<file path="src/smsp_pkg.sv">
// Purpose: constants and types for the serial master/slave port
// Assumes: apb register bus, 32-bit data, one word per register
// Notes:   all offsets are byte addresses
package smsp_pkg;
	// register byte offsets
	localparam logic [7:0] CTRL_OFFSET   = 8'h00;
	localparam logic [7:0] STATUS_OFFSET = 8'h04;
	localparam logic [7:0] DATA_OFFSET   = 8'h08;
	localparam logic [7:0] POWER_OFFSET  = 8'h0c;
	// control field positions
	localparam int CTRL_IRQ_EN_BIT  = 7;
	localparam int CTRL_ENABLE_BIT  = 6;
	localparam int CTRL_LSB_BIT     = 5;
	localparam int CTRL_MASTER_BIT  = 4;
	localparam int CTRL_CPOL_BIT    = 3;
	localparam int CTRL_CPHA_BIT    = 2;
	localparam int CTRL_RATE_HI_BIT = 1;
	localparam int CTRL_RATE_LO_BIT = 0;
	localparam int CTRL_SS_OUT_BIT  = 8;
	// status field positions
	localparam int STAT_DONE_BIT  = 7;
	localparam int STAT_WCOL_BIT  = 6;
	localparam int STAT_DOUBLE_BIT = 0;
	// reset values
	localparam logic [8:0] CTRL_RESET  = 9'h000;
	localparam logic       POWER_RESET = 1'b1;
	// slave clock filter: edge needs this many equal samples
	localparam logic [1:0] SCK_STABLE_CYCLES = 2'h2;
	// master state machine
	typedef enum logic [1:0] {ST_IDLE, ST_SHIFT} smsp_state_type;
endpackage : smsp_pkg

</file>
<file path="src/smsp_port.sv">
// Purpose: byte-wide full-duplex serial port, master or slave, apb registers
// Assumes: pins synchronous to pclk; pad logic combines enables
// Notes:   reading data register does not clear the done flag; write 1 clears
//
// The address map and the APB slave port were left to the implementer.
`timescale 1ns/10ps
`default_nettype none
module smsp_port (
	// clock and reset
	input  wire logic        pclk,
	input  wire logic        presetn,
	// apb slave
	input  wire logic        psel,
	input  wire logic        penable,
	input  wire logic        pwrite,
	input  wire logic [7:0]  paddr,
	input  wire logic [31:0] pwdata,
	output logic             pready,
	output logic [31:0]      prdata,
	output logic             pslverr,
	// serial clock pin
	input  wire logic        sck_in,
	output logic             sck_out,
	output logic             sck_oe,
	// controller out pin
	input  wire logic        mosi_in,
	output logic             mosi_out,
	output logic             mosi_oe,
	// controller in pin
	input  wire logic        miso_in,
	output logic             miso_out,
	output logic             miso_oe,
	// select pin (active low)
	input  wire logic        ss_n_in,
	output logic             ss_n_out,
	output logic             ss_n_oe,
	// interrupt request
	output logic             irq
);
	// registers
	logic [8:0] ctrl_q, ctrl_d;           // control incl. select-output bit, which only masks the mode fault
	logic       power_cut_q, power_cut_d; // serial_port_power_cut
	logic       double_q, double_d;       // rate_double
	logic       done_q, done_d;           // transfer_done_flag
	logic       wcol_q, wcol_d;           // write collision
	logic [7:0] shift_q, shift_d;         // shift register
	logic [7:0] rxbuf_q, rxbuf_d;         // receive buffer
	logic [2:0] bits_q, bits_d;           // bits sampled so far
	logic [6:0] div_q, div_d;             // master rate divider
	logic       sclk_q, sclk_d;           // master clock level
	logic       half_q, half_d;           // 0: leading edge next
	logic       sck_f_q, sck_f_d;         // filtered slave clock
	logic [1:0] sck_cnt_q, sck_cnt_d;     // filter agreement count
	logic       lat_q, lat_d;             // sampled bit waiting to be shifted
	logic       out_q, out_d;             // serial output bit
	smsp_pkg::smsp_state_type st_q, st_d;

	// control decode
	logic active, master, lsb, cpol, cpha, irq_en, ss_is_out, selected;
	logic [6:0] div_last;
	logic wr, tick, s_lead, s_trail, s_edge, samp, setup, done_ev, mode_fault;
	logic [7:0] shifted;

	assign active    = ctrl_q[smsp_pkg::CTRL_ENABLE_BIT] & ~power_cut_q;
	assign master    = ctrl_q[smsp_pkg::CTRL_MASTER_BIT];
	assign lsb       = ctrl_q[smsp_pkg::CTRL_LSB_BIT];
	assign cpol      = ctrl_q[smsp_pkg::CTRL_CPOL_BIT];
	assign cpha      = ctrl_q[smsp_pkg::CTRL_CPHA_BIT];
	assign irq_en    = ctrl_q[smsp_pkg::CTRL_IRQ_EN_BIT];
	assign ss_is_out = ctrl_q[smsp_pkg::CTRL_SS_OUT_BIT];
	assign selected  = ~ss_n_in;
	// another master pulls our input select low while we are master
	assign mode_fault = active & master & ~ss_is_out & ~ss_n_in;

	// half-period minus one for each rate; the divider toggles sck
	function automatic logic [6:0] rate_last(input logic dbl, input logic [1:0] sel);
		logic [6:0] r;
		r = 7'h00;
		case ({dbl, sel})
			3'b000:  r = 7'h01; // /4
			3'b001:  r = 7'h07; // /16
			3'b010:  r = 7'h1f; // /64
			3'b011:  r = 7'h3f; // /128
			3'b100:  r = 7'h00; // /2
			3'b101:  r = 7'h03; // /8
			3'b110:  r = 7'h0f; // /32
			default: r = 7'h1f; // /64 again
		endcase
		return r;
	endfunction : rate_last

	assign div_last = rate_last(double_q, ctrl_q[1:0]);

	// apb: zero wait states, error on unmapped address
	assign wr      = psel & penable & pwrite;
	assign pready  = 1'b1;
	assign pslverr = psel & penable & (paddr != smsp_pkg::CTRL_OFFSET) &
		(paddr != smsp_pkg::STATUS_OFFSET) & (paddr != smsp_pkg::DATA_OFFSET) &
		(paddr != smsp_pkg::POWER_OFFSET);

	// read mux
	always_comb begin
		prdata = 32'h0000_0000;
		case (paddr)
			smsp_pkg::CTRL_OFFSET:   prdata = {23'h000000, ctrl_q};
			smsp_pkg::STATUS_OFFSET: prdata = {24'h000000, done_q, wcol_q, 5'h00, double_q};
			smsp_pkg::DATA_OFFSET:   prdata = {24'h000000, rxbuf_q};
			smsp_pkg::POWER_OFFSET:  prdata = {31'h00000000, power_cut_q};
			default:                 prdata = 32'h0000_0000;
		endcase
	end

	// edge decode: master from divider, slave from filtered pin
	assign tick    = (st_q == smsp_pkg::ST_SHIFT) & (div_q == div_last);
	assign shifted = lsb ? {lat_q, shift_q[7:1]} : {shift_q[6:0], lat_q};

	// next-state logic for the whole port
	always_comb begin
		ctrl_d      = ctrl_q;
		power_cut_d = power_cut_q;
		double_d    = double_q;
		done_d      = done_q;
		wcol_d      = wcol_q;
		shift_d     = shift_q;
		rxbuf_d     = rxbuf_q;
		bits_d      = bits_q;
		div_d       = div_q;
		sclk_d      = sclk_q;
		half_d      = half_q;
		lat_d       = lat_q;
		out_d       = out_q;
		st_d        = st_q;
		sck_f_d     = sck_f_q;
		sck_cnt_d   = sck_cnt_q;
		s_lead      = 1'b0;
		s_trail     = 1'b0;
		done_ev     = 1'b0;
		// slave clock filter: new level must persist; the filter simply follows
		// the pin while inactive or unselected, so a stale level after reset or a
		// polarity change never turns into a false edge
		if (!active || !selected || sck_in == sck_f_q) begin
			sck_f_d   = sck_in;
			sck_cnt_d = 2'h0;
		end else if (sck_cnt_q == smsp_pkg::SCK_STABLE_CYCLES - 2'h1) begin
			sck_f_d   = sck_in;
			sck_cnt_d = 2'h0;
			s_lead    = (sck_in != cpol);
			s_trail   = (sck_in == cpol);
		end else begin
			sck_cnt_d = sck_cnt_q + 2'h1;
		end
		// master clock generator
		if (tick) begin
			div_d  = 7'h00;
			sclk_d = ~sclk_q;
			half_d = ~half_q;
		end else if (st_q == smsp_pkg::ST_SHIFT) begin
			div_d = div_q + 7'h01;
		end
		s_edge = master ? tick : (selected & (s_lead | s_trail));
		// leading edge when half is 0; sample on leading iff cpha=0
		samp  = s_edge & ((master ? ~half_q : s_lead) ^ cpha);
		setup = s_edge & ~((master ? ~half_q : s_lead) ^ cpha);
		if (samp) begin
			lat_d = master ? miso_in : mosi_in;
		end
		// shift in the bit caught last edge, present next bit; with no bit
		// caught yet (first cpha=1 leading edge, or the edge after the last
		// sample) the loaded or received byte must stay put
		if (setup && bits_q != 3'h0) begin
			shift_d = shifted;
			out_d   = lsb ? shifted[0] : shifted[7];
		end
		if (samp) begin
			bits_d = bits_q + 3'h1;
			if (bits_q == 3'h7) begin
				done_ev = 1'b1; // eight bits sampled
			end
		end
		// byte completion: last bit goes straight into the buffer
		if (done_ev) begin
			rxbuf_d = lsb ? {lat_d, shift_q[7:1]} : {shift_q[6:0], lat_d};
			shift_d = rxbuf_d;
			bits_d  = 3'h0;
			done_d  = 1'b1;
			if (!master) begin
				// slave presents the first bit of its byte before the next leading edge
				out_d = lsb ? rxbuf_d[0] : rxbuf_d[7];
			end
		end
		// master stops on the first trailing edge at or after the eighth sample, so all
		// sixteen edges reach the pin and sck rests at its idle level
		if (master && tick && half_q && (done_ev || (!cpha && bits_q == 3'h0))) begin
			st_d   = smsp_pkg::ST_IDLE;
			sclk_d = cpol;
			half_d = 1'b0;
			div_d  = 7'h00;
		end
		// slave deselect drops partial bits
		if (!master && !selected) begin
			bits_d = 3'h0;
			lat_d  = 1'b0;
			out_d  = lsb ? shift_q[0] : shift_q[7];
		end
		// select low on input select while master: become slave
		if (mode_fault) begin
			ctrl_d[smsp_pkg::CTRL_MASTER_BIT] = 1'b0;
			done_d = 1'b1;
			st_d   = smsp_pkg::ST_IDLE;
			sclk_d = cpol;
			half_d = 1'b0;
			bits_d = 3'h0;
		end
		// register writes; hardware sets win over software clears
		if (wr) begin
			case (paddr)
				smsp_pkg::CTRL_OFFSET: begin
					ctrl_d = pwdata[8:0];
					if (st_q == smsp_pkg::ST_IDLE) begin
						sclk_d = pwdata[smsp_pkg::CTRL_CPOL_BIT];
					end
				end
				smsp_pkg::STATUS_OFFSET: begin
					double_d = pwdata[smsp_pkg::STAT_DOUBLE_BIT];
					if (pwdata[smsp_pkg::STAT_DONE_BIT] && !done_ev && !mode_fault) begin
						done_d = 1'b0;
					end
					if (pwdata[smsp_pkg::STAT_WCOL_BIT]) begin
						wcol_d = 1'b0;
					end
				end
				smsp_pkg::DATA_OFFSET: begin
					if (st_q == smsp_pkg::ST_SHIFT || (!master && selected && bits_q != 3'h0)) begin
						wcol_d = 1'b1;
					end else begin
						shift_d = pwdata[7:0];
						out_d   = lsb ? pwdata[0] : pwdata[7];
						if (master && active) begin
							st_d   = smsp_pkg::ST_SHIFT;
							div_d  = 7'h00;
							half_d = 1'b0;
							sclk_d = cpol;
							bits_d = 3'h0;
						end
					end
				end
				smsp_pkg::POWER_OFFSET: power_cut_d = pwdata[0];
				default: ;
			endcase
		end
		// inactive port holds shift machinery still
		if (!active) begin
			st_d   = smsp_pkg::ST_IDLE;
			bits_d = 3'h0;
			div_d  = 7'h00;
			half_d = 1'b0;
		end
	end

	// state registers
	always_ff @(posedge pclk or negedge presetn) begin
		if (!presetn) begin
			ctrl_q      <= smsp_pkg::CTRL_RESET;
			power_cut_q <= smsp_pkg::POWER_RESET;
			double_q    <= 1'b0;
			done_q      <= 1'b0;
			wcol_q      <= 1'b0;
			shift_q     <= 8'h00;
			rxbuf_q     <= 8'h00;
			bits_q      <= 3'h0;
			div_q       <= 7'h00;
			sclk_q      <= 1'b0;
			half_q      <= 1'b0;
			sck_f_q     <= 1'b0;
			sck_cnt_q   <= 2'h0;
			lat_q       <= 1'b0;
			out_q       <= 1'b0;
			st_q        <= smsp_pkg::ST_IDLE;
		end else begin
			ctrl_q      <= ctrl_d;
			power_cut_q <= power_cut_d;
			double_q    <= double_d;
			done_q      <= done_d;
			wcol_q      <= wcol_d;
			shift_q     <= shift_d;
			rxbuf_q     <= rxbuf_d;
			bits_q      <= bits_d;
			div_q       <= div_d;
			sclk_q      <= sclk_d;
			half_q      <= half_d;
			sck_f_q     <= sck_f_d;
			sck_cnt_q   <= sck_cnt_d;
			lat_q       <= lat_d;
			out_q       <= out_d;
			st_q        <= st_d;
		end
	end

	// pin overrides; select is never driven, ss_n_oe is tied low
	assign sck_out  = sclk_q;
	assign sck_oe   = active & master;
	assign mosi_out = out_q;
	assign mosi_oe  = active & master;
	assign miso_out = out_q;
	assign miso_oe  = active & ~master & selected;
	assign ss_n_out = 1'b1;
	assign ss_n_oe  = 1'b0;
	assign irq      = done_q & irq_en & ~power_cut_q;
endmodule : smsp_port
`default_nettype wire

</file>
<file path="config.mk">
export PLATFORM = sky130hd
export DESIGN_NAME = smsp_port
export DESIGN_NICKNAME = d
export VERILOG_FILES = /design/src/smsp_pkg.sv /design/src/smsp_port.sv
export SDC_FILE = /design/constraint.sdc
export NUM_CORES = 1
export LEC_CHECK = 0
export ABC_AREA = 0
export BUFFER_PORTS_ARGS = -buffer_cell sky130_fd_sc_hd__buf_2
export CORE_MARGIN = 5
export CORE_UTILIZATION = 40
export DETAILED_ROUTE_END_ITERATION = 16
export GPL_ROUTABILITY_DRIVEN = 0
export PLACE_DENSITY = 0.74
export SYNTH_ARGS = -nofsm -noshare
export SYNTH_HDL_FRONTEND = slang
export SYNTH_SLANG_ARGS = --single-unit
export TNS_END_PERCENT = 1
</file>
<file path="constraint.sdc">
create_clock -name pclk -period 3.1 [get_ports pclk]
set_input_delay 0.155 -clock pclk [delete_from_list [all_inputs] [get_ports pclk]]
set_output_delay 0.155 -clock pclk [all_outputs]
set_load 0.02 [all_outputs]
</file>
=== After elaboration in Yosys (flattened, before gate mapping) ===
Index checks and enable logic that the tools add are counted.

* Register bits: 48
* Input port bits: 49

* Add/sub/neg operators: 3
* Equal/unequal tests: 20
* Muxes and demuxes: 86
* Bitwise logic cells: 27
* Reductions and logical operators: 32

{| class="wikitable"
|+ Operators by type and width
! cell !! number
|-
| 7-bit 2-to-1 mux || 8
|-
| 8-bit 2-to-1 mux || 7
|-
| 1-bit 2-to-1 mux || 47
|-
| 6-bit case mux with 6 select lines || 1
|-
| 9-bit case mux with 4 select lines || 1
|-
| 3-bit 2-to-1 mux || 9
|-
| 1-bit AND || 18
|-
| 2-bit 2-to-1 mux || 9
|-
| 8-bit by 4-bit == test with 1-bit output (second input constant) || 2
|-
| 8-bit by 4-bit inequality test with 1-bit output (second input constant) || 2
|-
| 3-bit == test (second input constant) || 4
|-
| 1-bit logical AND || 11
|-
| 5-bit 2-to-1 mux || 2
|-
| 8-bit by 3-bit == test with 1-bit output (second input constant) || 1
|-
| 8-bit zero test || 1
|-
| 8-bit by 3-bit inequality test with 1-bit output (second input constant) || 1
|-
| 8-bit nonzero test || 1
|-
| 7-bit by 1-bit adder with 7-bit output (second input constant) || 1
|-
| 7-bit == test || 1
|-
| 1-bit inverter || 7
|-
| 3-bit zero test || 2
|-
| 2-bit AND reduction || 3
|-
| 1-bit zero test || 5
|-
| 2-bit by 1-bit == test with 1-bit output (second input constant) || 2
|-
| 15 further kinds || 22
|}

=== Longest topological paths before layout ===
Gate-level depths: netlist of run 1.

* Depth after elaboration: 20
* Depth in mapped cells: 9

=== Worst setup path before layout of run 1 ===
Ideal clock, no wire load.

* Path type: flip-flop to flip-flop
* From: register ctrl_q[4]
* To: register shift_q[3]
* Library setup time: 121 ps
* Arrival: 1,962 ps
* Path slack: 1,017 ps
* Stages on the path, launching flop included: 9
* Period minus slack after synthesis: 2,083 ps
* Path through: dfrtp_1 -> nor4b_4 -> and3_1 -> a31oi_1 -> or2_1 -> buf_6 -> buf_6 -> a21oi_1 -> nor3_2

* Word-level cells in the longest chain between the ends: 10

{| class="wikitable"
|+ RTL lines
! element !! RTL line !! source
|-
| start, declared || smsp_port.sv:41 || <nowiki>logic [8:0] ctrl_q, ctrl_d;</nowiki>
|-
| start signal, assigned || smsp_port.sv:263 || <nowiki>ctrl_q <= smsp_pkg::CTRL_RESET;</nowiki>
|-
| start signal, assigned || smsp_port.sv:280 || <nowiki>ctrl_q <= ctrl_d;</nowiki>
|-
| 1-bit 2-to-1 mux || smsp_port.sv:162, smsp_port.sv:163 ||
|-
| 1-bit XOR || smsp_port.sv:162, smsp_port.sv:163 ||
|-
| 1-bit inverter || smsp_port.sv:163 || <nowiki>setup = s_edge & ~((master ? ~half_q : s_lead) ^ cpha);</nowiki>
|-
| 1-bit AND || smsp_port.sv:163 ||
|-
| 1-bit logical AND || smsp_port.sv:170 || <nowiki>if (setup && bits_q != 3'h0) begin</nowiki>
|-
| 8-bit 2-to-1 mux || smsp_port.sv:170 ||
|-
| 8-bit 2-to-1 mux || smsp_port.sv:181 || <nowiki>if (done_ev) begin</nowiki>
|-
| 8-bit 2-to-1 mux || smsp_port.sv:233 || <nowiki>if (st_q == smsp_pkg::ST_SHIFT || (!master && selected && bits_q != 3'h0)) begin</nowiki>
|-
| 8-bit 2-to-1 mux || smsp_port.sv:216 || <nowiki>case (paddr)</nowiki>
|-
| 8-bit 2-to-1 mux (*) || smsp_port.sv:215 || <nowiki>if (wr) begin</nowiki>
|-
| named net shift_d[3] || smsp_port.sv:46 || <nowiki>logic [7:0] shift_q, shift_d;</nowiki>
|-
| end signal, assigned || smsp_port.sv:285 || <nowiki>shift_q <= shift_d;</nowiki>
|-
| end, declared || smsp_port.sv:46 ||
|}

The timed path passes the listed nets; every way through them passes the cells marked *.
A chain may end at the register's enable or synchronous reset.

=== Worst setup path in the final report of run 1 ===
* From: register ctrl_q[4]
* To: register shift_q[1]

Same word-level chain as after synthesis.

==> impl_table.tex, run 1 <==
\begin{tabular}{lr}
\hline
Metric & Value \\
\hline
\multicolumn{2}{l}{\textbf{Synthesis}} \\
\quad Number of enable-type register cells in the synthesized netlist & 0 \\
\quad Synthesized instance count & 369 \\
\quad Top FF cell, synth & sky130\_fd\_sc\_hd\_\_dfrtp\_1 \\
\quad Largest cells by area after synthesis & sky130\_fd\_sc\_hd\_\_dfrtp\_1 (35\%), sky130\_fd\_sc\_hd\_\_buf\_4 (6.9\%), sky130\_fd\_sc\_hd\_\_mux2i\_1 (5.9\%) \\
\quad Number of distinct library cells after synthesis & 67 \\
\quad Fraction of the yosys area taken by sequential cells & between 30\% and 40\% \\
\quad Mean Syn Cell Area & 9.12 um2 \\
\quad Most frequent cells after synthesis & sky130\_fd\_sc\_hd\_\_dfrtp\_1 (47), sky130\_fd\_sc\_hd\_\_nand2\_1 (46), sky130\_fd\_sc\_hd\_\_nor2\_1 (39) \\
\quad Post-Syn Area & between 3000 and 4000 um2 \\
\quad Area share of the largest cell type after synthesis & between 30\% and 40\% \\
\quad Synthesis Warnings & 0 \\
\quad Library cell with the largest summed area after synthesis & sky130\_fd\_sc\_hd\_\_dfrtp\_1 \\
\quad Top-count cell post-synth & sky130\_fd\_sc\_hd\_\_dfrtp\_1 \\
\quad Share of flip-flops with an asynchronous set or reset & 100\% \\
\quad Count of state elements after synthesis & 48 \\
\multicolumn{2}{l}{\textbf{Final layout}} \\
\quad Core utilization of the finished layout & $\sim$43\% \\
\quad Filler instances & approximately 800 \\
\quad Synthesis-to-finish area growth & 5.61\% \\
\quad \# nets final & about 450 \\
\quad Diodes inserted & 0 \\
\quad Share of post-route cells with drive strength above 1 & between 20\% and 30\% \\
\multicolumn{2}{l}{\textbf{Timing}} \\
\quad Final hold violations & 0 \\
\quad Period utilization & $\sim$82\% \\
\quad Unrepaired setup endpoints after global routing & false \\
\quad Min cycle time layout & roughly 2500 ps \\
\quad Final setup TNS & 0 ps \\
\quad Highest clock rate & between 0.3 and 0.4 GHz \\
\quad Count of endpoints failing setup in the final report & 0 \\
\quad Max-Slew Margin vs Limit & 26.7\% \\
\quad Number of slew-limit violations in the final report & 0 \\
\quad Clock skew after layout & between 10 and 15 ps \\
\quad Transition at the pin with the smallest max-transition slack & roughly 1100 ps \\
\multicolumn{2}{l}{\textbf{Clock network}} \\
\quad Number of buffers inserted to repair setup after CTS & 0 \\
\quad Number of clock sinks & between 40 and 50 \\
\quad Number of gates resized after CTS & 0 \\
\quad Total of hold buffers inserted after clock tree synthesis & 0 \\
\quad Clock Latency Late Sink & around 300 ps \\
\quad Clock tree buffer depth & 2 \\
\quad Clock tree from TritonCTS & yes \\
\quad CTS H-tree lvls & 2 \\
\quad Cell at the root of the clock tree & sky130\_fd\_sc\_hd\_\_clkbuf\_8 \\
\quad Inserted Clock Buffers & 5 \\
\quad Clock transition at the registers of the reported paths & 90 ps \\
\multicolumn{2}{l}{\textbf{Global route}} \\
\quad Wire length of the first global-routing pass & approximately 13000 um \\
\quad Initial antenna violation count & 0 \\
\quad Overall global routing resource usage & between 10\% and 20\% \\
\quad Number of global-route vias before repair & about 2600 \\
\quad Overall overflow remaining after global route & 0 \\
\quad Maximum number of pins on one net before global-route repair & 49 \\
\multicolumn{2}{l}{\textbf{Route}} \\
\quad Number of search-and-repair iterations in the first detailed-routing pass & 5 \\
\quad Residual DRC count & 0 \\
\quad Final routed wire length divided by cell count & between 15 and 20 um \\
\quad Detail-routed via count per cell & about 5.3 \\
\quad 1st-iter DRT viols & about 150 \\
\quad Number of nets with antenna violations after routing & 0 \\
\quad Routed vias & 2668 \\
\quad Total wirelength of the detailed-routed design & 7740 um \\
\multicolumn{2}{l}{\textbf{Critical path}} \\
\quad Required arrival time at the worst endpoint & between 3000 and 4000 ps \\
\quad Delay contributed by the slowest stage of the critical path & about 570 ps \\
\quad Setup crit start kind & flop \\
\quad CP most frequent cell & sky130\_fd\_sc\_hd\_\_and3\_1 \\
\quad Arrival time worst endpoint & between 2000 and 3000 ps \\
\quad CP max-delay cell & sky130\_fd\_sc\_hd\_\_or2\_1 \\
\quad Reg-to-reg critical path startpoint & ctrl\_q[4] \\
\quad First element of the critical path & ctrl\_q[4] \\
\quad Endpoint kind of the worst setup timing path & flop \\
\quad List of cells traversed by the critical path & nor4b\_4 -> and3\_1 -> a31oi\_1 -> or2\_1 -> and3\_1 -> nor3\_2 \\
\quad Critical-path maximum fanout & 28 \\
\quad Start-to-end type of the worst setup path & reg2reg \\
\multicolumn{2}{l}{\textbf{Run status}} \\
\quad Outcome & finished, final reports clean \\
\multicolumn{2}{l}{\textbf{Floorplanning}} \\
\quad Number of rows in the core area & 33 \\
\quad I/O pin count & 92 \\
\quad Initial standard-cell utilization of the core & approximately two fifths \\
\quad Core outline area & just over 8000 um2 \\
\quad Die Height & a little over 100 um \\
\quad Width of the die & 102 um \\
\quad Die Outline Area & 10300 um2 \\
\multicolumn{2}{l}{\textbf{Power and ir drop}} \\
\quad Power share of the combinational group & 10.9\% \\
\quad Portion of total power attributed to the clock network & roughly a third \\
\quad Power per cell area & between 300 and 400 nW/um2 \\
\quad Static Leakage & approximately 1.8 nW \\
\quad Max VDD drop & 182 uV \\
\quad Switching share of total power & 26.7\% \\
\quad Internal portion of total power & just over 0.8 mW \\
\quad Portion of total power attributed to sequential cells & 56.9\% \\
\quad Psw & between 0.3 and 0.4 mW \\
\multicolumn{2}{l}{\textbf{Placed design}} \\
\quad DP Wirelength & between 5000 and 6000 um \\
\quad Buffers added on ports & 42 \\
\multicolumn{2}{l}{\textbf{Hold path}} \\
\quad Hold Path Class & in2async \\
\multicolumn{2}{l}{\textbf{Job}} \\
\quad Number of maximum-capacitance constraint violations & 0 \\
\hline
\end{tabular}
==> worst paths after layout <==
| check | slack, ps | cells after the start | end |
|---|---|---|---|
| setup reg to reg | 560 | 6 | shift_q[1] |
| min in group pclk | 80 | 3 | ctrl_q[5] |
| hold / removal | 40 | 1 | shift_q[5] |
| setup / recovery | 560 | 6 | shift_q[1] |
| hold reg to reg | 460 | 1 | sck_cnt_q[0] |
| max in group asynchronous | 2360 | 1 | sck_f_q |
==> layout make-up <==
class,count,area [um2],share of cell area [%]
Inverter,8,30.0,0.845
Clock inverter,1,5.00,0.141
Tap cell,105,131,3.70
Timing Repair Buffer,46,240,6.76
Clock buffer,7,76.3,2.15
Multi-Input combinational cell,292,1870,52.6
Sequential cell,48,1200,33.8
==> placed cells by master, fill, tap and decap left out, types with 4 or more instances in the layout <==
| cell type | instances |
|---|---|
| sky130_fd_sc_hd__dfrtp_1 | 47 |
| sky130_fd_sc_hd__nand2b_1 | 5 |
| sky130_fd_sc_hd__conb_1 | 26 |
| sky130_fd_sc_hd__clkbuf_8 | 5 |
| sky130_fd_sc_hd__buf_4 | 4 |
| sky130_fd_sc_hd__nor2_1 | 39 |
| sky130_fd_sc_hd__and3_1 | 10 |
| sky130_fd_sc_hd__inv_1 | 7 |
| sky130_fd_sc_hd__buf_2 | 42 |
| sky130_fd_sc_hd__nor2b_1 | 7 |
| sky130_fd_sc_hd__nand2_1 | 46 |
| sky130_fd_sc_hd__mux2_2 | 8 |
| sky130_fd_sc_hd__a31oi_1 | 5 |
| sky130_fd_sc_hd__nor3_2 | 7 |
| sky130_fd_sc_hd__ha_1 | 4 |
| sky130_fd_sc_hd__mux2i_1 | 20 |
| sky130_fd_sc_hd__a21oi_1 | 21 |
| sky130_fd_sc_hd__xor2_1 | 9 |
| sky130_fd_sc_hd__o21ai_0 | 13 |
| sky130_fd_sc_hd__o21ai_1 | 9 |
==> per-layer routing <==
layer  GRT usage [%]  wire length (um)  vias to the layer above
met2            25.7              3850                       65
met5               0                 0                        -
met3            2.75               380                        4
met1            21.1              3470                     1309
met4            2.56                38                        0
li1                -                 -                     1290
==> critical path, delay by kind of cell (launching register included) <==
kind | cells | cell delay [ps]
AOI/OAI and AO/OA | 1 | 90
DFF | 1 | 550
and+or+nand+nor | 5 | 1820
==> registers in the layout, summed over array words and instances (netlist names), 2 cells and up <==
register,cells
div_q,7
sck_cnt_q,2
st_q,2
bits_q,3
ctrl_q,9
shift_q,8
rxbuf_q,8
==> power groups by stage <==
| stage | registers, mW | logic, mW | clock network (mW) |
|---|---|---|---|
| after CTS | 0.644 | 0.123 | 0.377 |
| final | 0.644 | 0.123 | 0.364 |
| after global placement | 0.656 | 0.120 | 0 |
| after detailed placement | 0.656 | 0.122 | 0 |
| after global routing | 0.645 | 0.136 | 0.408 |
| after floorplan | 0.651 | 0.107 | 0 |
==> kinds of logic (layout without fill, tap and decap cells) <==
family	Yosys count	after routing	share of synthesized area (%)
muxes	30	30	9.63
and+or+nand+nor	152	152	25.0
buffers and inverters	53	62	11.4
other	2	26	0.223
adders and majority gates	4	4	1.49
xor gates and xnor gates	11	11	3.31
DFF	48	48	35.7
AOI/OAI and AO/OA	69	69	13.2
==> metrics by stage <==
step	area [um2]	setup slack (ps)	power, mW	hold slack (ps)	instances
2_1_floorplan	3460	1020	0.758	-141	393
3_3_place_gp	3470	614	0.776	385	499
3_5_place_dp	3470	598	0.778	389	499
4_1_cts	3550	553	1.14	71.8	507
5_1_grt	3550	326	1.19	79.7	507
6_report	3550	562	1.13	44.9	507
Power figures use the tool's default switching activity.
==> run 2: changes to the inputs <==
--- a/config.mk
+++ b/config.mk
@@ -11,7 +11,7 @@
 export CORE_UTILIZATION = 40
 export DETAILED_ROUTE_END_ITERATION = 16
 export GPL_ROUTABILITY_DRIVEN = 0
-export PLACE_DENSITY = 0.74
+export PLACE_DENSITY = 0.76
 export SYNTH_ARGS = -nofsm -noshare
 export SYNTH_HDL_FRONTEND = slang
 export SYNTH_SLANG_ARGS = --single-unit
==> constraint.sdc (replaced) <==
create_clock -name pclk -period 2.1 [get_ports pclk]
set_input_delay 0.105 -clock pclk [delete_from_list [all_inputs] [get_ports pclk]]
set_output_delay 0.105 -clock pclk [all_outputs]
set_load 0.02 [all_outputs]
==> impl_table.tex, run 2 (synthesis results as in run 1) <==
\begin{tabular}{lr}
\hline
Metric & Value \\
\hline
\multicolumn{2}{l}{\textbf{Critical path}} \\
\quad Reg-to-reg critical path startpoint & ctrl\_q[4] \\
\quad Endpoint kind of the worst setup timing path & flop \\
\quad Arrival time worst endpoint & around 2300 ps \\
\quad List of cells traversed by the critical path & nor4b\_4 -> a41oi\_1 -> xnor2\_1 -> nor2\_1 -> o21ai\_4 -> buf\_12 -> mux2i\_1 -> o21ai\_1 \\
\quad CP max-delay cell & sky130\_fd\_sc\_hd\_\_dfrtp\_1 \\
\quad Required arrival time at the worst endpoint & $\sim$2300 ps \\
\quad R2R Setup Slk & about 30 ps \\
\quad Delay contributed by the slowest stage of the critical path & just over 400 ps \\
\quad Critical-path maximum fanout & 14 \\
\quad Setup crit start kind & flop \\
\quad Start-to-end type of the worst setup path & reg2reg \\
\quad First element of the critical path & ctrl\_q[4] \\
\multicolumn{2}{l}{\textbf{Power and ir drop}} \\
\quad Power after layout & 1.68 mW \\
\quad Power per cell area & 436 nW/um2 \\
\quad Max VDD drop & approximately 270 uV \\
\quad Static Leakage & 1.94 nW \\
\multicolumn{2}{l}{\textbf{Clock network}} \\
\quad Cell at the root of the clock tree & sky130\_fd\_sc\_hd\_\_clkbuf\_8 \\
\quad CTS H-tree lvls & 2 \\
\quad Clock tree from TritonCTS & yes \\
\quad Clock Latency Late Sink & approximately 300 ps \\
\quad Clock tree buffer depth & 2 \\
\quad Clock transition at the registers of the reported paths & approximately 90 ps \\
\quad Inserted Clock Buffers & 5 \\
\quad Number of clock sinks & 48 \\
\multicolumn{2}{l}{\textbf{Final layout}} \\
\quad Synthesis-to-finish area growth & 14.4\% \\
\quad Most common cell after layout, fill and taps aside & sky130\_fd\_sc\_hd\_\_dfrtp\_1 \\
\quad Share of post-route cells with drive strength above 1 & a little over a quarter \\
\quad Diodes inserted & 0 \\
\quad Total area of multi-input combinational cells & between 1500 and 2000 um2 \\
\quad Core utilization of the finished layout & $\sim$47\% \\
\quad Leading cell types in the layout, fill and taps excluded & sky130\_fd\_sc\_hd\_\_dfrtp\_1 (46), sky130\_fd\_sc\_hd\_\_nand2\_1 (45), sky130\_fd\_sc\_hd\_\_buf\_2 (42), sky130\_fd\_sc\_hd\_\_nor2\_1 (39) \\
\quad Number of flip-flops under the largest register name & 9 \\
\quad Filler instances & $\sim$790 \\
\quad \# nets final & roughly 480 \\
\quad Final instance area & approximately 3800 um2 \\
\quad Register with the most flip-flops & ctrl\_q \\
\quad Largest regs & ctrl\_q: 9 flops, rxbuf\_q: 8 flops, shift\_q: 8 flops \\
\quad Storage cell area & between 1000 and 1500 um2 \\
\multicolumn{2}{l}{\textbf{Floorplanning}} \\
\quad Initial standard-cell utilization of the core & approximately two fifths \\
\quad Die Height & roughly 100 um \\
\quad Core outline area & 8220 um2 \\
\quad I/O pin count & between 90 and 100 \\
\quad Width of the die & between 100 and 150 um \\
\quad Number of rows in the core area & 33 \\
\quad Die Outline Area & between 10000 and 15000 um2 \\
\multicolumn{2}{l}{\textbf{Hold path}} \\
\quad Hold Path Class & in2reg \\
\quad Startpoint of the worst hold path & pwdata[2] \\
\multicolumn{2}{l}{\textbf{Timing}} \\
\quad Highest clock rate & 0.483 GHz \\
\quad Final hold violations & 0 \\
\quad Max-Slew Margin vs Limit & between 50\% and 60\% \\
\quad Period utilization & between 90 and 100\% \\
\quad Min cycle time layout & 2070 ps \\
\quad Transition at the pin with the smallest max-transition slack & about 600 ps \\
\quad Count of endpoints failing setup in the final report & 0 \\
\quad Clock skew after layout & roughly 6.9 ps \\
\quad Unrepaired setup endpoints after global routing & true \\
\quad Number of slew-limit violations in the final report & 0 \\
\multicolumn{2}{l}{\textbf{Global route}} \\
\quad Overall overflow remaining after global route & 0 \\
\quad Overall global routing resource usage & 16.0\% \\
\quad Wire length of the first global-routing pass & around 13000 um \\
\quad Initial antenna violation count & 0 \\
\quad Number of global-route vias before repair & 2764 \\
\quad Maximum number of pins on one net before global-route repair & 29 \\
\multicolumn{2}{l}{\textbf{Placed design}} \\
\quad Buffers added on ports & 42 \\
\quad Instance area after placement & 3720 um2 \\
\quad DP Wirelength & 6430 um \\
\multicolumn{2}{l}{\textbf{Route}} \\
\quad Number of search-and-repair iterations in the first detailed-routing pass & 4 \\
\quad Residual DRC count & 0 \\
\quad Total wirelength of the detailed-routed design & 8250 um \\
\quad Final routed wire length divided by cell count & approximately 15 um \\
\quad Routed vias & between 2000 and 3000 \\
\quad Number of nets with antenna violations after routing & 0 \\
\quad 1st-iter DRT viols & $\sim$160 \\
\quad Detail-routed via count per cell & $\sim$5.3 \\
\multicolumn{2}{l}{\textbf{Run status}} \\
\quad Outcome & finished, final reports clean \\
\multicolumn{2}{l}{\textbf{Job}} \\
\quad Number of maximum-capacitance constraint violations & 0 \\
\hline
\end{tabular}
[run 2: cell count changes in the layout (fill, tap and decap cells not counted), sizes merged]
cell / before / now
clkbuf: 7 / 6
buf: 46 / 73
dlygate4sd3: 0 / 1
[run 2: power breakdown]
group          switching [mW]  leakage [nW]  internal, mW  total [mW]
clock network           0.304        0.0410         0.227       0.532
logic                   0.137          1.25        0.0644       0.201
registers              0.0113         0.647         0.934       0.945
[run 2: worst paths after layout]
path,cells past startpoint,to
worst max-delay path,8,shift_q[0]
worst min-delay path,3,ctrl_q[2]
worst max register to register,8,shift_q[0]
worst min register to register,1,sck_cnt_q[0]
min in group asynchronous,2,div_q[4]
max in group asynchronous,3,miso_out
[run 2: routing by layer]
layer / share of wire [%] / up-vias / track usage, % / wire (um)
met5: 0 / - / 0 / 0
met3: 6.4 / 15 / 3.24 / 530
met4: 1.6 / 0 / 4.81 / 131
met1: 42 / 1381 / 20.5 / 3450
met2: 50 / 89 / 27.2 / 4130
li1: - / 1344 / - / -
[run 2: through the flow]
| stage | hold slack (ps) | worst slack, ps | TNS [ps] | instances |
|---|---|---|---|---|
| 2_1_floorplan | -191 | 17.1 | 0 | 393 |
| 3_3_place_gp | 140 | 71.7 | 0 | 524 |
| 3_5_place_dp | 144 | 35.5 | 0 | 524 |
| 4_1_cts | 29.8 | 11.4 | 0 | 532 |
| 5_1_grt | 31.4 | -50.5 | -240 | 534 |
| 6_report | 34.0 | 29.7 | 0 | 534 |
[run 2: final cells by class]
cell class,instances,share of cell area (%)
multi-input cells,292,49.1
flip-flops and latches,48,31.3
repair buffers,74,13.4
well taps,105,3.41
clock buffers,6,1.88
inverters,8,0.780
clock inverters,1,0.130
[run 2: timing repair]
item,CTS,global route
hold buffers,1,0
buffers inserted,0,2
endpoints found under the hold margin,23,0
gates resized for setup,0,9
endpoints found under the setup margin,0,21
[run 2: worst max-delay path: cells and delay by family (launching register included)]
| family | cells | cell delay (ps) |
|---|---|---|
| mux | 1 | 150 |
| simple gates | 2 | 630 |
| compound gates | 3 | 420 |
| buf+inv | 1 | 160 |
| xor+xnor | 1 | 190 |
| flops | 1 | 410 |
==> run 3: changes to the inputs <==
--- a/config.mk
+++ b/config.mk
@@ -11,7 +11,7 @@
 export CORE_UTILIZATION = 40
 export DETAILED_ROUTE_END_ITERATION = 16
 export GPL_ROUTABILITY_DRIVEN = 0
-export PLACE_DENSITY = 0.76
+export PLACE_DENSITY = 0.74
 export SYNTH_ARGS = -nofsm -noshare
 export SYNTH_HDL_FRONTEND = slang
 export SYNTH_SLANG_ARGS = --single-unit
==> constraint.sdc (replaced) <==
create_clock -name pclk -period 2.2 [get_ports pclk]
set_input_delay 0.11 -clock pclk [delete_from_list [all_inputs] [get_ports pclk]]
set_output_delay 0.11 -clock pclk [all_outputs]
set_load 0.02 [all_outputs]
==> impl_table.tex, run 3 (synthesis results as in run 1) <==
\begin{tabular}{lr}
\hline
Metric & Value \\
\hline
\multicolumn{2}{l}{\textbf{Critical path}} \\
\quad Required arrival time at the worst endpoint & between 2000 and 2500 ps \\
\quad Setup crit start kind & flop \\
\quad Critical-path maximum fanout & 13 \\
\quad Register-to-Register Path Depth & 8 \\
\quad Start-to-end type of the worst setup path & reg2reg \\
\quad R2R Setup Slk & a little over 80 ps \\
\quad Reg-to-reg critical path startpoint & div\_q[0] \\
\quad Delay contributed by the slowest stage of the critical path & between 400 and 500 ps \\
\quad List of cells traversed by the critical path & and4\_1 -> and4\_1 -> a211o\_1 -> and4\_1 -> o21ai\_4 -> buf\_12 -> mux2i\_1 -> o21ai\_1 \\
\quad Number of buffer and inverter instances along the worst setup path & 1 \\
\quad CP max-delay cell & sky130\_fd\_sc\_hd\_\_dfrtp\_1 \\
\quad Endpoint kind of the worst setup timing path & flop \\
\quad Arrival time worst endpoint & around 2300 ps \\
\quad Capture instance of the worst register-to-register path & shift\_q[7] \\
\quad CP most frequent cell & sky130\_fd\_sc\_hd\_\_and4\_1 \\
\quad Cell family contributing the most delay on the critical path & simple AND/OR/NAND/NOR gates \\
\multicolumn{2}{l}{\textbf{Power and ir drop}} \\
\quad Max VDD drop & 353 uV \\
\quad Portion of total power attributed to sequential cells & about half \\
\quad Internal portion of total power & between 1 and 1.5 mW \\
\quad Portion of total power attributed to the clock network & about 39\% \\
\quad Static Leakage & 1.92 nW \\
\quad Power per cell area & 467 nW/um2 \\
\quad Psw & about 0.46 mW \\
\quad Power share of the combinational group & a little over a tenth \\
\quad Power after layout & $\sim$1.8 mW \\
\quad Switching share of total power & between 20\% and 30\% \\
\multicolumn{2}{l}{\textbf{Route}} \\
\quad Number of search-and-repair iterations in the first detailed-routing pass & 4 \\
\quad 1st-iter DRT viols & 200 \\
\quad Detail-routed via count per cell & about 5.3 \\
\quad Residual DRC count & 0 \\
\quad Final routed wire length divided by cell count & roughly 15 um \\
\quad Number of nets with antenna violations after routing & 0 \\
\quad Total wirelength of the detailed-routed design & roughly 8200 um \\
\quad Routed vias & approximately 2800 \\
\multicolumn{2}{l}{\textbf{Clock network}} \\
\quad Cell at the root of the clock tree & sky130\_fd\_sc\_hd\_\_clkbuf\_8 \\
\quad Clock tree from TritonCTS & yes \\
\quad Inserted Clock Buffers & 5 \\
\quad Clock transition at the registers of the reported paths & 100 ps \\
\quad CTS H-tree lvls & 2 \\
\quad Number of clock sinks & 48 \\
\quad Clock tree buffer depth & 2 \\
\quad Clock Latency Late Sink & between 300 and 400 ps \\
\multicolumn{2}{l}{\textbf{Final layout}} \\
\quad Fin cells & between 500 and 600 \\
\quad Leading cell types in the layout, fill and taps excluded & sky130\_fd\_sc\_hd\_\_nand2\_1 (46), sky130\_fd\_sc\_hd\_\_dfrtp\_1 (46), sky130\_fd\_sc\_hd\_\_buf\_2 (42), sky130\_fd\_sc\_hd\_\_nor2\_1 (38), sky130\_fd\_sc\_hd\_\_conb\_1 (26) \\
\quad Register with the most flip-flops & ctrl\_q \\
\quad Synthesis-to-finish area growth & 13.4\% \\
\quad Largest regs & ctrl\_q: 9 flops, rxbuf\_q: 8 flops, shift\_q: 8 flops \\
\quad Number of flip-flops under the largest register name & 9 \\
\quad Filler instances & about 780 \\
\quad Share of post-route cells with drive strength above 1 & between 20\% and 30\% \\
\quad \# nets final & 476 \\
\quad Diodes inserted & 0 \\
\multicolumn{2}{l}{\textbf{Global route}} \\
\quad Number of global-route vias before repair & about 2800 \\
\quad Maximum number of pins on one net before global-route repair & around 50 \\
\quad Wire length of the first global-routing pass & $\sim$14000 um \\
\quad Initial antenna violation count & 0 \\
\quad Overall overflow remaining after global route & 0 \\
\quad Overall global routing resource usage & around 16\% \\
\multicolumn{2}{l}{\textbf{Timing}} \\
\quad Max-Slew Margin vs Limit & 58.3\% \\
\quad Highest clock rate & around 0.47 GHz \\
\quad Clock skew after layout & $\sim$13 ps \\
\quad Count of endpoints failing setup in the final report & 0 \\
\quad Post-layout worst setup margin & 83.0 ps \\
\quad Worst slack on hold paths & about 9.1 ps \\
\quad Min cycle time layout & approximately 2100 ps \\
\quad Period utilization & a little over nine tenths \\
\quad Transition at the pin with the smallest max-transition slack & 626 ps \\
\quad Final hold violations & 0 \\
\quad Number of slew-limit violations in the final report & 0 \\
\multicolumn{2}{l}{\textbf{Placed design}} \\
\quad DP Cell Count & roughly 520 \\
\quad Buffers added on ports & 42 \\
\quad DP Wirelength & 6280 um \\
\quad Worst-case setup slack after placement & between 4 and 5 ps \\
\multicolumn{2}{l}{\textbf{Hold path}} \\
\quad Min-Delay Endpoint & ctrl\_q[2] \\
\quad Startpoint of the worst hold path & pwdata[2] \\
\quad Hold path depth & 3 \\
\quad Hold Path Class & in2reg \\
\multicolumn{2}{l}{\textbf{Run status}} \\
\quad Outcome & finished, final reports clean \\
\multicolumn{2}{l}{\textbf{Floorplanning}} \\
\quad Width of the die & between 100 and 150 um \\
\quad Number of rows in the core area & 33 \\
\quad Die Outline Area & 10300 um2 \\
\quad Core outline area & about 8200 um2 \\
\quad Die Height & $\sim$100 um \\
\quad Initial standard-cell utilization of the core & between 40 and 50\% \\
\quad I/O pin count & $\sim$90 \\
\multicolumn{2}{l}{\textbf{Job}} \\
\quad Number of maximum-capacitance constraint violations & 0 \\
\hline
\end{tabular}
-- run 3: cell types whose count changed in the layout (fill, tap and decap cells not counted), sizes merged --
cell,delta
buf,-6
bufinv,+1
-- run 3: final cells by class --
| type | instances | area (um2) | area share [%] |
|---|---|---|---|
| Timing Repair Buffer | 68 | 445 | 11.7 |
| Clock buffer | 6 | 82.6 | 2.16 |
| Multi-Input combinational cell | 292 | 1880 | 49.4 |
| Clock inverter | 2 | 38.8 | 1.02 |
| Tap cell | 105 | 131 | 3.44 |
| Inverter | 8 | 30.0 | 0.787 |
| Sequential cell | 48 | 1200 | 31.5 |
-- run 3: worst max path at each step --
stage	slack, ps	endpoint	from	depth (start not counted)
global placement	100	bits_q[1]	st_q[1]	7
finish	80	shift_q[7]	div_q[0]	8
detailed placement	5	bits_q[1]	ctrl_q[0]	7
CTS	40	shift_q[0]	ctrl_q[0]	7
global route	-20	shift_q[7]	ctrl_q[0]	8
floorplan	120	shift_q[3]	ctrl_q[4]	8
-- run 3: worst register-to-register path, cell delays in order, from the launching register on --
cell and delay, ps:
sky130_fd_sc_hd__dfrtp_1 440, sky130_fd_sc_hd__and4_1 200, sky130_fd_sc_hd__and4_1 190, sky130_fd_sc_hd__a211o_1 290
sky130_fd_sc_hd__and4_1 260, sky130_fd_sc_hd__o21ai_4 220, sky130_fd_sc_hd__buf_12 160, sky130_fd_sc_hd__mux2i_1 180
sky130_fd_sc_hd__o21ai_1 70
-- run 3: per-layer routing --
layer	wire length (um)	vias up	GRT usage, %
li1	-	1335	-
met1	3450	1380	21.8
met2	4120	85	28.2
met3	478	12	2.75
met4	117	0	3.89
met5	0	-	0
-- run 3: repair_timing --
action / 4_1_cts / 5_1_grt
pin swaps: 0 / 1
setup buffers: 0 / 1
hold buffers: 1 / 0
hold endpoints to repair: 47 / 0
setup endpoints to repair: 1 / 18
gates resized for setup: 1 / 4
-- run 3: power by group through the flow --
| stage | clock (mW) | combinational (mW) | sequential (mW) |
|---|---|---|---|
| 5_1_grt | 0.735 | 0.208 | 0.904 |
| 3_3_place_gp | 0 | 0.179 | 0.919 |
| 2_1_floorplan | 0 | 0.150 | 0.918 |
| 4_1_cts | 0.701 | 0.186 | 0.902 |
| 6_report | 0.694 | 0.187 | 0.902 |
| 3_5_place_dp | 0 | 0.184 | 0.920 |
-- run 3: metrics by stage --
step | cell area, um2 | utilization (%) | setup TNS [ps]
after floorplan | 3460 | - | 0
after global placement | 3650 | 44.4 | 0
after detailed placement | 3650 | 44.4 | 0
after CTS | 3780 | 46.0 | 0
after global routing | 3820 | 46.4 | -21.5
final | 3820 | 46.4 | 0
